### src/hdl/pic_map.vh
// Register map and constants of the pin interrupt controller.
// Assumes a 32-bit classic Wishbone slave with byte addresses on a 10-bit window.
`ifndef PIC_MAP_VH
`define PIC_MAP_VH

// ****************************************************************
// Register byte offsets
// ****************************************************************
`define PIC_ADR_W 10
`define PIC_OFF_MASK_SET 10'h000
`define PIC_OFF_MASK_CLEAR 10'h004
`define PIC_OFF_MASK_STATE 10'h008
`define PIC_OFF_EVENT_FLAGS 10'h00c
`define PIC_OFF_EVENT_FLAG_CLEAR 10'h010
`define PIC_OFF_TRIGGER_TYPE 10'h014
`define PIC_OFF_EDGE_POL 10'h018
`define PIC_OFF_LEVEL_POL 10'h01c
`define PIC_OFF_FILTER_EN 10'h020
`define PIC_OFF_TEST_CONTROL 10'h024
`define PIC_OFF_UNCLOCKED_SEL 10'h028
`define PIC_OFF_ENABLE_SET 10'h030
`define PIC_OFF_ENABLE_CLEAR 10'h034
`define PIC_OFF_ENABLE_STATE 10'h038
`define PIC_OFF_REVISION 10'h3fc

// ****************************************************************
// Widths, reset values and field positions
// ****************************************************************
`define PIC_DATA_W 32
`define PIC_MAX_CH 31
`define PIC_NMI_BIT 0
`define PIC_RESET_WORD 32'h0000_0000
// Arbitrary neutral revision value.
`define PIC_REVISION_DEFAULT 32'h0000_0100

`endif

### src/hdl/pic_top.v
// Pin interrupt controller: register file, per-channel detectors, request and wake outputs.
// Assumes a classic Wishbone master, one clock for bus and sampling, pins asynchronous.
// Assumes word-aligned byte addresses; the two low address bits are decoded as they come.
//
// What this block does
// - After reset all channels, NMI included, are disabled and raise nothing.
// - Trigger type bit: 0 selects edge, 1 selects level.
// - Edge polarity bit: 0 falling edge, 1 rising edge.
// - Level polarity bit: 0 low level, 1 high level.
// - Writing one to mask set sets the mask bit; zero does nothing.
// - Writing one to mask clear clears the mask bit; zero does nothing.
// - Mask state register reads back the current propagation mask.
// - A trigger sets the flag; it stays until cleared by software or disable.
// - Enable set and clear registers control inputs; enable state reads them back.
// - Enabled but masked channel still sets its flag and wake, no request.
// - Disabled channel flag reads zero; disabling clears it.
// - Synchronous pins pass two sampling flops, delaying the request two cycles.
// - Filter declares a condition held in two of the last three samples.
// - Bit 0 is the non-maskable channel, driving its own request, still gated.
// - Unclocked channels skip the filter; edge polarity becomes level polarity.
// - Unclocked wake, flag and request all rise together at the next edge.
// - With sampling stopped only unclocked channels act and raise wake.
// - Debug halt of the processor does not freeze this block.
// - Revision register at the top reads a configuration-dependent value.
// - Sampling is treated as stopped while the system RC oscillator is off.
`default_nettype none
`include "pic_map.vh"

module pic_top #(
    parameter NUM_CH = `PIC_MAX_CH,
    parameter [`PIC_DATA_W-1:0] REVISION = `PIC_REVISION_DEFAULT
) (
    // Clock and reset
    input wire clk_i,
    input wire rst_i,
    // Wishbone slave
    input wire wb_cyc_i,
    input wire wb_stb_i,
    input wire wb_we_i,
    input wire [`PIC_ADR_W-1:0] wb_adr_i,
    input wire [3:0] wb_sel_i,
    input wire [`PIC_DATA_W-1:0] wb_dat_i,
    output reg [`PIC_DATA_W-1:0] wb_dat_o,
    output reg wb_ack_o,
    // Pins and power state
    input wire [NUM_CH-1:0] ext_irq_pin_i,
    input wire system_rc_osc_on_i,
    // Requests
    output reg [NUM_CH-1:0] irq_o,
    output reg nmi_o,
    output reg wake_request_o
);

    // ****************************************************************
    // Register state
    // ****************************************************************
    reg [NUM_CH-1:0] mask_reg;
    reg [NUM_CH-1:0] mask_next;
    reg [NUM_CH-1:0] enable_reg;
    reg [NUM_CH-1:0] enable_next;
    reg [NUM_CH-1:0] flags_reg;
    reg [NUM_CH-1:0] flags_next;
    reg [NUM_CH-1:0] trig_type_reg;
    reg [NUM_CH-1:0] edge_pol_reg;
    reg [NUM_CH-1:0] level_pol_reg;
    reg [NUM_CH-1:0] filter_reg;
    reg [NUM_CH-1:0] unclocked_reg;
    reg [NUM_CH-1:0] test_reg;
    reg [`PIC_DATA_W-1:0] rd_next;

    wire req;
    wire wr;
    wire [`PIC_DATA_W-1:0] byte_mask;
    wire [NUM_CH-1:0] wdata;
    wire [NUM_CH-1:0] wmask;
    wire [NUM_CH-1:0] pin_sync;
    wire [NUM_CH-1:0] trig;
    wire [NUM_CH-1:0] unclocked_path_select_cond;
    wire run_sync;
    wire run;
    wire wr_mask_set;
    wire wr_mask_clear;
    wire wr_flag_clear;
    wire wr_enable_set;
    wire wr_enable_clear;
    wire wr_trig_type;
    wire wr_edge_pol;
    wire wr_level_pol;
    wire wr_filter;
    wire wr_test;
    wire wr_unclocked;
    wire [NUM_CH-1:0] lane_keep;
    wire [NUM_CH-1:0] flag_set;
    wire [NUM_CH-1:0] wake_src;
    wire [NUM_CH-1:0] irq_next;
    wire nmi_next;

    // Channel 0 only ever drives the non-maskable request.
    localparam [NUM_CH-1:0] NMI_SEL = {{(NUM_CH-1){1'b0}}, 1'b1};

    // ****************************************************************
    // Bus decode
    // ****************************************************************
    // One wait state: the request is taken and answered at the same edge.
    assign req = wb_cyc_i & wb_stb_i & ~wb_ack_o;
    assign wr = req & wb_we_i;
    assign byte_mask = {{8{wb_sel_i[3]}}, {8{wb_sel_i[2]}}, {8{wb_sel_i[1]}}, {8{wb_sel_i[0]}}};
    assign wdata = wb_dat_i[NUM_CH-1:0];
    assign wmask = wdata & byte_mask[NUM_CH-1:0];
    assign lane_keep = ~byte_mask[NUM_CH-1:0];

    // ****************************************************************
    // Register write strobes
    // ****************************************************************
    // Each strobe lasts one cycle, because req drops while ack is high,
    // so a master that holds its request writes again every second cycle.
    assign wr_mask_set = wr && (wb_adr_i == `PIC_OFF_MASK_SET);
    assign wr_mask_clear = wr && (wb_adr_i == `PIC_OFF_MASK_CLEAR);
    assign wr_flag_clear = wr && (wb_adr_i == `PIC_OFF_EVENT_FLAG_CLEAR);
    assign wr_enable_set = wr && (wb_adr_i == `PIC_OFF_ENABLE_SET);
    assign wr_enable_clear = wr && (wb_adr_i == `PIC_OFF_ENABLE_CLEAR);
    assign wr_trig_type = wr && (wb_adr_i == `PIC_OFF_TRIGGER_TYPE);
    assign wr_edge_pol = wr && (wb_adr_i == `PIC_OFF_EDGE_POL);
    assign wr_level_pol = wr && (wb_adr_i == `PIC_OFF_LEVEL_POL);
    assign wr_filter = wr && (wb_adr_i == `PIC_OFF_FILTER_EN);
    assign wr_test = wr && (wb_adr_i == `PIC_OFF_TEST_CONTROL);
    assign wr_unclocked = wr && (wb_adr_i == `PIC_OFF_UNCLOCKED_SEL);

    // ****************************************************************
    // Pin synchronisers and sampling-clock state
    // ****************************************************************
    pic_sync #(
        .WIDTH(NUM_CH)
    ) u_pin_sync (
        .clk_i(clk_i),
        .rst_i(rst_i),
        .unclocked_path_select_i(ext_irq_pin_i),
        .sync_o(pin_sync)
    );

    pic_sync #(
        .WIDTH(1)
    ) u_run_sync (
        .clk_i(clk_i),
        .rst_i(rst_i),
        .unclocked_path_select_i(system_rc_osc_on_i),
        .sync_o(run_sync)
    );

    // Synchronous detectors freeze while the RC oscillator is off.
    assign run = run_sync;

    // ****************************************************************
    // Channel detectors
    // ****************************************************************
    // No debug-halt input exists; only the RC oscillator being off freezes the detectors.
    genvar gi;
    generate
        for (gi = 0; gi < NUM_CH; gi = gi + 1) begin : g_chan
            pic_chan u_chan (
                .clk_i(clk_i),
                .rst_i(rst_i),
                .pin_i(pin_sync[gi]),
                .run_i(run),
                .level_mode_i(trig_type_reg[gi]),
                .edge_pol_i(edge_pol_reg[gi]),
                .level_pol_i(level_pol_reg[gi]),
                .filter_i(filter_reg[gi]),
                .unclocked_i(unclocked_reg[gi]),
                .trig_o(trig[gi]),
                .unclocked_path_select_cond_o(unclocked_path_select_cond[gi])
            );
        end
    endgenerate

    // ****************************************************************
    // Next-state logic for mask, enable and event flags
    // ****************************************************************
    always @* begin
        mask_next = mask_reg;
        enable_next = enable_reg;
        if (wr_mask_set) begin
            mask_next = mask_reg | wmask;
        end
        if (wr_mask_clear) begin
            mask_next = mask_reg & ~wmask;
        end
        if (wr_enable_set) begin
            enable_next = enable_reg | wmask;
        end
        if (wr_enable_clear) begin
            enable_next = enable_reg & ~wmask;
        end
    end

    // A trigger in the clear cycle wins over the clear; disabling wins over both.
    always @* begin
        flags_next = flags_reg;
        if (wr_flag_clear) begin
            flags_next = flags_reg & ~wmask;
        end
        flags_next = (flags_next | flag_set) & enable_next;
    end

    // ****************************************************************
    // Request and wake sources
    // ****************************************************************
    // A channel collects triggers only once its enable has taken effect, so a
    // pin that was already active cannot slip in at the enabling edge.
    assign flag_set = trig & enable_reg;
    // Channel 0 goes to the non-maskable request only.
    assign irq_next = flags_next & mask_next & ~NMI_SEL;
    assign nmi_next = flags_next[`PIC_NMI_BIT] & mask_next[`PIC_NMI_BIT];
    // Unclocked channels raise wake from the raw condition too, so wake is never
    // later than the flag, and it stays up while any enabled flag is pending.
    assign wake_src = (unclocked_path_select_cond & enable_reg) | flags_next;

    // ****************************************************************
    // Read multiplexer
    // ****************************************************************
    always @* begin
        rd_next = `PIC_RESET_WORD;
        case (wb_adr_i)
            `PIC_OFF_MASK_STATE: begin
                rd_next[NUM_CH-1:0] = mask_reg;
            end
            `PIC_OFF_EVENT_FLAGS: begin
                rd_next[NUM_CH-1:0] = flags_reg & enable_reg;
            end
            `PIC_OFF_TRIGGER_TYPE: begin
                rd_next[NUM_CH-1:0] = trig_type_reg;
            end
            `PIC_OFF_EDGE_POL: begin
                rd_next[NUM_CH-1:0] = edge_pol_reg;
            end
            `PIC_OFF_LEVEL_POL: begin
                rd_next[NUM_CH-1:0] = level_pol_reg;
            end
            `PIC_OFF_FILTER_EN: begin
                rd_next[NUM_CH-1:0] = filter_reg;
            end
            `PIC_OFF_TEST_CONTROL: begin
                rd_next[NUM_CH-1:0] = test_reg;
            end
            `PIC_OFF_UNCLOCKED_SEL: begin
                rd_next[NUM_CH-1:0] = unclocked_reg;
            end
            `PIC_OFF_ENABLE_STATE: begin
                rd_next[NUM_CH-1:0] = enable_reg;
            end
            `PIC_OFF_REVISION: begin
                rd_next = REVISION;
            end
            default: begin
                rd_next = `PIC_RESET_WORD;
            end
        endcase
    end

    // ****************************************************************
    // Mask, enable and event flag registers
    // ****************************************************************
    always @(posedge clk_i) begin
        if (rst_i) begin
            mask_reg <= {NUM_CH{1'b0}};
            enable_reg <= {NUM_CH{1'b0}};
            flags_reg <= {NUM_CH{1'b0}};
        end else begin
            mask_reg <= mask_next;
            enable_reg <= enable_next;
            flags_reg <= flags_next;
        end
    end

    // ****************************************************************
    // Channel configuration registers
    // ****************************************************************
    // Byte lanes that sel leaves out keep their old configuration bits.
    always @(posedge clk_i) begin
        if (rst_i) begin
            trig_type_reg <= {NUM_CH{1'b0}};
            edge_pol_reg <= {NUM_CH{1'b0}};
            level_pol_reg <= {NUM_CH{1'b0}};
            filter_reg <= {NUM_CH{1'b0}};
            unclocked_reg <= {NUM_CH{1'b0}};
            test_reg <= {NUM_CH{1'b0}};
        end else begin
            if (wr_trig_type) begin
                trig_type_reg <= (trig_type_reg & lane_keep) | wmask;
            end
            if (wr_edge_pol) begin
                edge_pol_reg <= (edge_pol_reg & lane_keep) | wmask;
            end
            if (wr_level_pol) begin
                level_pol_reg <= (level_pol_reg & lane_keep) | wmask;
            end
            if (wr_filter) begin
                filter_reg <= (filter_reg & lane_keep) | wmask;
            end
            if (wr_unclocked) begin
                unclocked_reg <= (unclocked_reg & lane_keep) | wmask;
            end
            if (wr_test) begin
                test_reg <= (test_reg & lane_keep) | wmask;
            end
        end
    end

    // ****************************************************************
    // Bus answer
    // ****************************************************************
    // Read data is zero outside the ack cycle so a shared return bus can be OR-ed.
    always @(posedge clk_i) begin
        if (rst_i) begin
            wb_dat_o <= `PIC_RESET_WORD;
            wb_ack_o <= 1'b0;
        end else begin
            wb_ack_o <= req;
            wb_dat_o <= req ? rd_next : `PIC_RESET_WORD;
        end
    end

    // ****************************************************************
    // Request and wake outputs
    // ****************************************************************
    // Every request leaves through a flop, so the far side never sees decode glitches.
    always @(posedge clk_i) begin
        if (rst_i) begin
            irq_o <= {NUM_CH{1'b0}};
            nmi_o <= 1'b0;
            wake_request_o <= 1'b0;
        end else begin
            irq_o <= irq_next;
            nmi_o <= nmi_next;
            wake_request_o <= |wake_src;
        end
    end

endmodule // pic_top

`default_nettype wire

### src/hdl/pic_sync.v
// Two flip-flop synchroniser for a vector of asynchronous pin levels.
// Assumes each bit is an independent level; no bus coherency is implied.
`default_nettype none

module pic_sync #(
    parameter WIDTH = 31
) (
    // Clock and reset
    input wire clk_i,
    input wire rst_i,
    // Levels
    input wire [WIDTH-1:0] unclocked_path_select_i,
    output wire [WIDTH-1:0] sync_o
);

    reg [WIDTH-1:0] meta_reg;
    reg [WIDTH-1:0] sync_reg;

    // The first stage feeds only the second stage.
    always @(posedge clk_i) begin
        if (rst_i) begin
            meta_reg <= {WIDTH{1'b0}};
            sync_reg <= {WIDTH{1'b0}};
        end else begin
            meta_reg <= unclocked_path_select_i;
            sync_reg <= meta_reg;
        end
    end

    assign sync_o = sync_reg;

endmodule // pic_sync

`default_nettype wire

### src/hdl/pic_chan.v
// One channel detector: majority filter, edge or level detection, unclocked-path level.
// Assumes the pin level has already passed the two flip-flop synchroniser.
`default_nettype none

module pic_chan (
    // Clock and reset
    input wire clk_i,
    input wire rst_i,
    // Synchronised pin and configuration
    input wire pin_i,
    input wire run_i,
    input wire level_mode_i,
    input wire edge_pol_i,
    input wire level_pol_i,
    input wire filter_i,
    input wire unclocked_i,
    // Detection results
    output wire trig_o,
    output wire unclocked_path_select_cond_o
);

    reg hist1_reg;
    reg hist2_reg;
    reg filt_prev_reg;
    wire majority;
    wire filt_pin;
    wire level_hit;
    wire edge_hit;
    wire sync_trig;

    // Sample history only advances while the sampling clock runs.
    always @(posedge clk_i) begin
        if (rst_i) begin
            hist1_reg <= 1'b0;
            hist2_reg <= 1'b0;
            filt_prev_reg <= 1'b0;
        end else if (run_i) begin
            hist1_reg <= pin_i;
            hist2_reg <= hist1_reg;
            filt_prev_reg <= filt_pin;
        end
    end

    assign majority = (pin_i & hist1_reg) | (pin_i & hist2_reg) | (hist1_reg & hist2_reg);
    assign filt_pin = filter_i ? majority : pin_i;
    assign level_hit = (filt_pin == level_pol_i);
    assign edge_hit = edge_pol_i ? (filt_pin & ~filt_prev_reg) : (~filt_pin & filt_prev_reg);
    assign sync_trig = level_mode_i ? level_hit : edge_hit;

    // The unclocked path bypasses the filter and treats edge mode as a level.
    assign unclocked_path_select_cond_o = unclocked_i & (pin_i == (level_mode_i ? level_pol_i : edge_pol_i));

    assign trig_o = unclocked_i ? unclocked_path_select_cond_o : (run_i & sync_trig);

endmodule // pic_chan

`default_nettype wire

### config.mk
export PLATFORM = sky130hd
export DESIGN_NAME = pic_top
export DESIGN_NICKNAME = d
export VERILOG_FILES = /design/src/hdl/pic_top.v /design/src/hdl/pic_sync.v /design/src/hdl/pic_chan.v
export VERILOG_INCLUDE_DIRS = /design/src /design/src/hdl
export SDC_FILE = /design/constraint.sdc
export NUM_CORES = 1
export LEC_CHECK = 0
export BUFFER_PORTS_ARGS = -buffer_cell sky130_fd_sc_hd__buf_2
export CORE_UTILIZATION = 55
export DETAILED_ROUTE_END_ITERATION = 10
export PLACE_DENSITY_LB_ADDON = 0.25
export SYNTH_ARGS = -nofsm -noshare
export SYNTH_HDL_FRONTEND = slang
export SYNTH_SLANG_ARGS = --single-unit
### constraint.sdc
create_clock -name clk_i -period 2.8 [get_ports clk_i]
set_input_delay 0.42 -clock clk_i [delete_from_list [all_inputs] [get_ports clk_i]]
set_output_delay 0.42 -clock clk_i [all_outputs]
set_load 0.1 [all_outputs]
==> run metrics, run 1 <==
main combinational cell family by area after synthesis=simple AND/OR/NAND/NOR gates; Die X=200.9 um; Vias/cell=6.130; relative slew slack=0.4658; crit path max fanout=6; antenna viol nets, final=0; simple-gate share of the synthesized area=0.1961; clk buf depth=3; # clock sinks=500; Hold WC Path Type=primary input to register; Final min period=2.659 ns; routed length on met1=27.35 mm; Root Driver=clkbuf_16; Synth Warn #=0; nets=2671; Final period util=0.9495; GR Util All Layers=0.3126; total chip power=15.15 mW; Fin. Hold Viols=0; CTS tree=built; initial DRC count=1967; Post-route DRC=0; count of flip-flops with a built-in enable after synthesis=0; CP arrival=3.11 ns; slowest CP cell=or4_4; Top delay family on crit path=simple AND/OR/NAND/NOR gates; WL per Instance=20.57 um; Buf/Inv on CP=1; Final setup viols=0; die height=200.9 um; setup ws final=0.1413 ns; Max Fclk=376.1 MHz; Design Area, Final=25730 um2; initial antenna violation count=1; core footprint=38830 um2; Critical Path RT=3.25 ns; Worst Setup End Kind=register; # fillers=3161; FF+latch count, synth=500; most used cells in the layout excluding fill and tap cells=dfxtp_1 (499), nor2_1 (396), mux2i_1 (289); vias in the first global route=18460; Yosys cell types=60; total gr overflow=0; asr flop ratio synth=0; Startpoint Class=register; mapped cell area=21750 um2; syn avg cell area=9.094 um2; post-synthesis mux area share=0.1330; Post-Syn Instances=2392; non-filler instance count after layout=3151; post-place setup slack=-0.4270 ns; buffers added on ports=145; CP peak stage delay=0.63 ns; hold_buf cts=0; top layer in use=met4; Post-Synth Adder-Cell Area=0; post-synthesis sequential area ratio=0.4601; Max rail drop VDD=0.0004681 V; WL final=64.81 mm; commonest non-fill, non-tap cell in the layout=dfxtp_1; status=completed; Crit path top cell by count=o21ai_0; max_cap viols=0; router iterations before antenna repair=9; Post-DP Area=23840 um2; TNS Setup=0 ns; top cells by area, synth=dfxtp_1 (46%), mux2i_1 (13%), nor2_1 (7.0%); I/O pin cnt=149; clk_skew=0.01854 ns; vias=19320; number of buffers created by CTS=51; Final Wtd Congestion=0.9839; P_leak=9.885 nW; row count=72; Worst Tran Pin Value=0.8013 ns; WHS=0.01906 ns; critical path class=register to register; first-pass GRT wire length=100.9 mm; Final Max Tran Viols=0; met2 WL post-DR=29.36 mm; Util after Layout=0.6626; htree depth=2; latest clock arrival within the worst-skew pair=0.61 ns; largest net degree at the start of global routing=163; critical path cell sequence=nand4b_1 > buf_4 > or4_4 > o21ai_0 > o31ai_1 > o21ai_0 > nand4_1 > nor4bb_2 > a41oi_1; Clock Pin Slew Worst Setup and Hold Paths=0.07 ns; Synth-to-Final Area Change=18.27%; post-synthesis xor/xnor area fraction=0.01288; met3 wire length=5.369 mm; Initial Util=0.5603; most area-hungry cell type in the Yosys netlist=dfxtp_1; DP Wirelength=43.72 mm; Synth Flop Type=dfxtp_1; Placed Cells=3050; Pwr Density=588.8 nW/um2; Yosys top cell area share=0.4601; Synth Area in Compound Gates=0.1673; fraction of layout cells with a size suffix above 1=0.1695; die area=40350 um2
synthesized netlist by cell type (all sizes together) (18+ instances only):
cell	n
o211a	18
nand2	155
nor4	21
dfxtp	500
mux2i	289
a311oi	23
xor2	30
a31oi	70
nor3b	27
clkbuf	153
nand3	44
nor2b	114
a221oi	32
a21oi	46
nor2	405
or3b	20
nand2b	34
o31ai	23
nor3	19
a21o	67
a22oi	21
a222oi	30
o21ai	87
a22o	35
cells by family after synthesis:
group | after synthesis
buf+inv | 168
simple gates | 893
other cells | 1
flops | 500
xor+xnor | 32
mux | 289
compound gates | 509
worst paths after layout:
| check | start | end | slack [ns] | depth (start not counted) |
|---|---|---|---|---|
| hold / removal | ext_irq_pin_i[11] | u_pin_sync.meta_reg[11] | 0.02 | 2 |
| setup / recovery | wb_ack_o | wake_request_o | 0.14 | 9 |
| hold reg to reg | u_pin_sync.meta_reg[13] | u_pin_sync.sync_o[13] | 0.43 | 1 |
| setup reg to reg | wb_ack_o | wake_request_o | 0.14 | 9 |
layout make-up:
| class | instances | area (um2) | area share |
|---|---|---|---|
| Multi-Input combinational cell | 1726 | 11160 | 0.4337 |
| Timing Repair Buffer | 306 | 2057 | 0.07995 |
| Tap cell | 518 | 648.1 | 0.02519 |
| Sequential cell | 500 | 10010 | 0.3892 |
| Inverter | 3 | 11.26 | 0.0004377 |
| Clock inverter | 29 | 406.6 | 0.01581 |
| Clock buffer | 67 | 1428 | 0.05549 |
| Antenna cell | 2 | 5.005 | 0.0001945 |
report_power, final:
part           leakage [nW]  switching, mW  internal, mW  total (mW)
sequential             4.04         0.0485          7.17        7.21
combinational          4.95          0.362         0.172       0.534
clock                 0.896           2.96          4.44        7.40
timing repair:
item,CTS,global route
setup endpoints to repair,0,1
setup buffers,0,2
gates resized for setup,0,10
routing by layer:
| layer | up-vias | GRT usage |
|---|---|---|
| met1 | 9319 | 0.4166 |
| met2 | 840 | 0.4962 |
| li1 | 8988 | - |
| met5 | - | 0 |
| met4 | 0 | 0.1456 |
| met3 | 169 | 0.05000 |
Note: power is estimated with default switching activity, not from simulation.
==> run 2: changes to the inputs <==
- BUFFER_PORTS_ARGS: -buffer_cell sky130_fd_sc_hd__buf_2 -> -buffer_cell sky130_fd_sc_hd__clkbuf_2
==> run metrics, run 2 (synthesis gave the netlist of run 1 again) <==
nets=2662 (was 2671); antenna viol nets, final=0 (unchanged); Initial Util=0.5603 (unchanged); Worst Hold End=u_pin_sync.meta_reg[13] (was u_pin_sync.meta_reg[11]); most used cells in the layout excluding fill and tap cells=dfxtp_1 (499), nor2_1 (396), mux2i_1 (289) (unchanged); r2r setup slk=0.08 ns (was 0.14 ns); Fin. Hold Viols=0 (unchanged); status=completed (unchanged); Internal=11.60 mW (was 11.78 mW); vias in the first global route=18300 (was 18460); Startpoint Class=register (unchanged); Final min period=2.717 ns (was 2.659 ns); Hold WC Path Type=primary input to register (unchanged); Min-Delay Startpoint=ext_irq_pin_i[13] (was ext_irq_pin_i[11]); crit path max fanout=6 (unchanged); initial DRC count=1934 (was 1967); RSZ-0062 raised after global routing=false; Worst Tran Pin Value=0.7378 ns (was 0.8013 ns); CP arrival=3.18 ns (was 3.11 ns); Vias/cell=6.145 (was 6.130); Final period util=0.9703 (was 0.9495); Pwr Density=580.2 nW/um2 (was 588.8 nW/um2); non-filler instance count after layout=3138 (was 3151); Final Wtd Congestion=0.9354 (was 0.9839); Clock Pin Slew Worst Setup and Hold Paths=0.07 ns (about the same); htree depth=2 (unchanged); largest net degree at the start of global routing=118 (was 163); buffers added on ports=145 (unchanged); fraction of layout cells with a size suffix above 1=0.1680 (was 0.1695); Placed Cells=3042 (was 3050); Die X=200.9 um (unchanged); P_leak=9.812 nW (was 9.885 nW); GR Util All Layers=0.3194 (was 0.3126); commonest non-fill, non-tap cell in the layout=dfxtp_1 (unchanged); die area=40350 um2 (unchanged); TNS Setup=0 ns (unchanged); total gr overflow=0 (unchanged); die height=200.9 um (unchanged); latest clock arrival within the worst-skew pair=0.60 ns (was 0.61 ns); clock power share=0.480 (was 0.488); R2R depth=8 (was 9); Worst Setup End Kind=register (unchanged); Max Fclk=368.1 MHz (was 376.1 MHz); router iterations before antenna repair=10 (was 9); vias=19280 (was 19320); CTS tree=built (unchanged); WL per Instance=21.13 um (was 20.57 um); Critical Path RT=3.26 ns (was 3.25 ns); Sw Share=0.2223 (about the same); WL final=66.31 mm (was 64.81 mm); Comb power frac=0.036 (was 0.035); sequential share of power=0.484 (was 0.476); critical path class=register to register (unchanged); DP Wirelength=44.11 mm (was 43.72 mm); Hold Path Cell Cnt=2 (unchanged); FF+latch area=10010 um2 (unchanged); Synth-to-Final Area Change=18.21% (was 18.27%); clk buf depth=3 (unchanged); Multi-input gate area=11190 um2 (was 11160 um2); first-pass GRT wire length=101.8 mm (was 100.9 mm); reg-to-reg endpoint=wake_request_o (unchanged); Post-route DRC=0 (unchanged); core footprint=38830 um2 (unchanged); Max rail drop VDD=0.0005994 V (was 0.0004681 V); initial antenna violation count=1 (unchanged); row count=72 (unchanged); number of buffers created by CTS=50 (was 51); relative slew slack=0.5082 (was 0.4658); Final setup viols=0 (unchanged); max_cap viols=0 (unchanged); Root Driver=clkbuf_16 (unchanged); # clock sinks=500 (unchanged); Final Max Tran Viols=0 (unchanged); I/O pin cnt=149 (unchanged); switching power total=3.317 mW (was 3.368 mW); clk_skew=0.02131 ns (was 0.01854 ns); Worst R2R Start=wb_ack_o (unchanged); # fillers=3171 (was 3161)
run 2: routing by layer:
| metal | wire, um | vias to the layer above | global-route usage |
|---|---|---|---|
| li1 | - | 8962 | - |
| met2 | 30030 | 816 | 0.5094 |
| met3 | 5380 | 174 | 0.05195 |
| met4 | 2838 | 0 | 0.1478 |
| met1 | 28060 | 9332 | 0.4235 |
| met5 | 0 | - | 0 |
run 2: cell type report:
| class | instances | share of cell area |
|---|---|---|
| multi-input combinational | 1727 | 0.4350 |
| sequential | 500 | 0.3894 |
| timing repair buffer | 297 | 0.08126 |
| clock buffer | 62 | 0.05396 |
| tap | 518 | 0.02520 |
| clock inverter | 30 | 0.01465 |
| inverter | 3 | 0.0004379 |
| antenna | 1 | 0.00009731 |
run 2: critical path, stage by stage, from the launching register on:
cell and delay, ns:
dfxtp_1 0.33, nand4b_1 0.30, or4_4 0.69, o21ai_0 0.24
o31ai_1 0.11, o21ai_0 0.17, nand4_1 0.26, nor4bb_4 0.35
a41oi_1 0.14
run 2: stage by stage:
step / instance area (um2) / hold slack (ns) / power [mW] / util / setup WS (ns)
finish: 25710 / 0.02975 / 14.92 / 0.6623 / 0.08322
global route: 25710 / 0.02606 / 15.32 / 0.6622 / 0.004168
CTS: 25640 / 0.006850 / 14.98 / 0.6605 / 0.05993
detailed placement: 23880 / 0.4220 / 7.899 / 0.6150 / -0.4183
global placement: 23880 / 0.4164 / 7.885 / 0.6150 / -0.3940
floorplan: 21760 / 0.4138 / 7.701 / - / 0.07968
run 2: worst max path at each step:
stage	start	end	slack, ns
after floorplan	wb_ack_o	wake_request_o	0.08
after global placement	wb_adr_i[9]	wake_request_o	-0.39
after detailed placement	wb_adr_i[9]	wake_request_o	-0.42
after CTS	wb_ack_o	wake_request_o	0.06
after global routing	wb_ack_o	wake_request_o	0.004
final	wb_ack_o	wake_request_o	0.08
run 2: repair_timing:
item,4_1_cts,5_1_grt
buffers inserted,0,1
hold buffers,0,0
endpoints found under the setup margin,0,1
gates resized for setup,0,16
run 2: power groups by stage:
stage               Clock (mW)  Sequential (mW)  Combinational (mW)
finish                    7.17             7.22               0.537
global placement             0             7.37               0.514
detailed placement           0             7.37               0.525
global route              7.53             7.22               0.576
CTS                       7.24             7.22               0.526
floorplan                    0             7.36               0.345
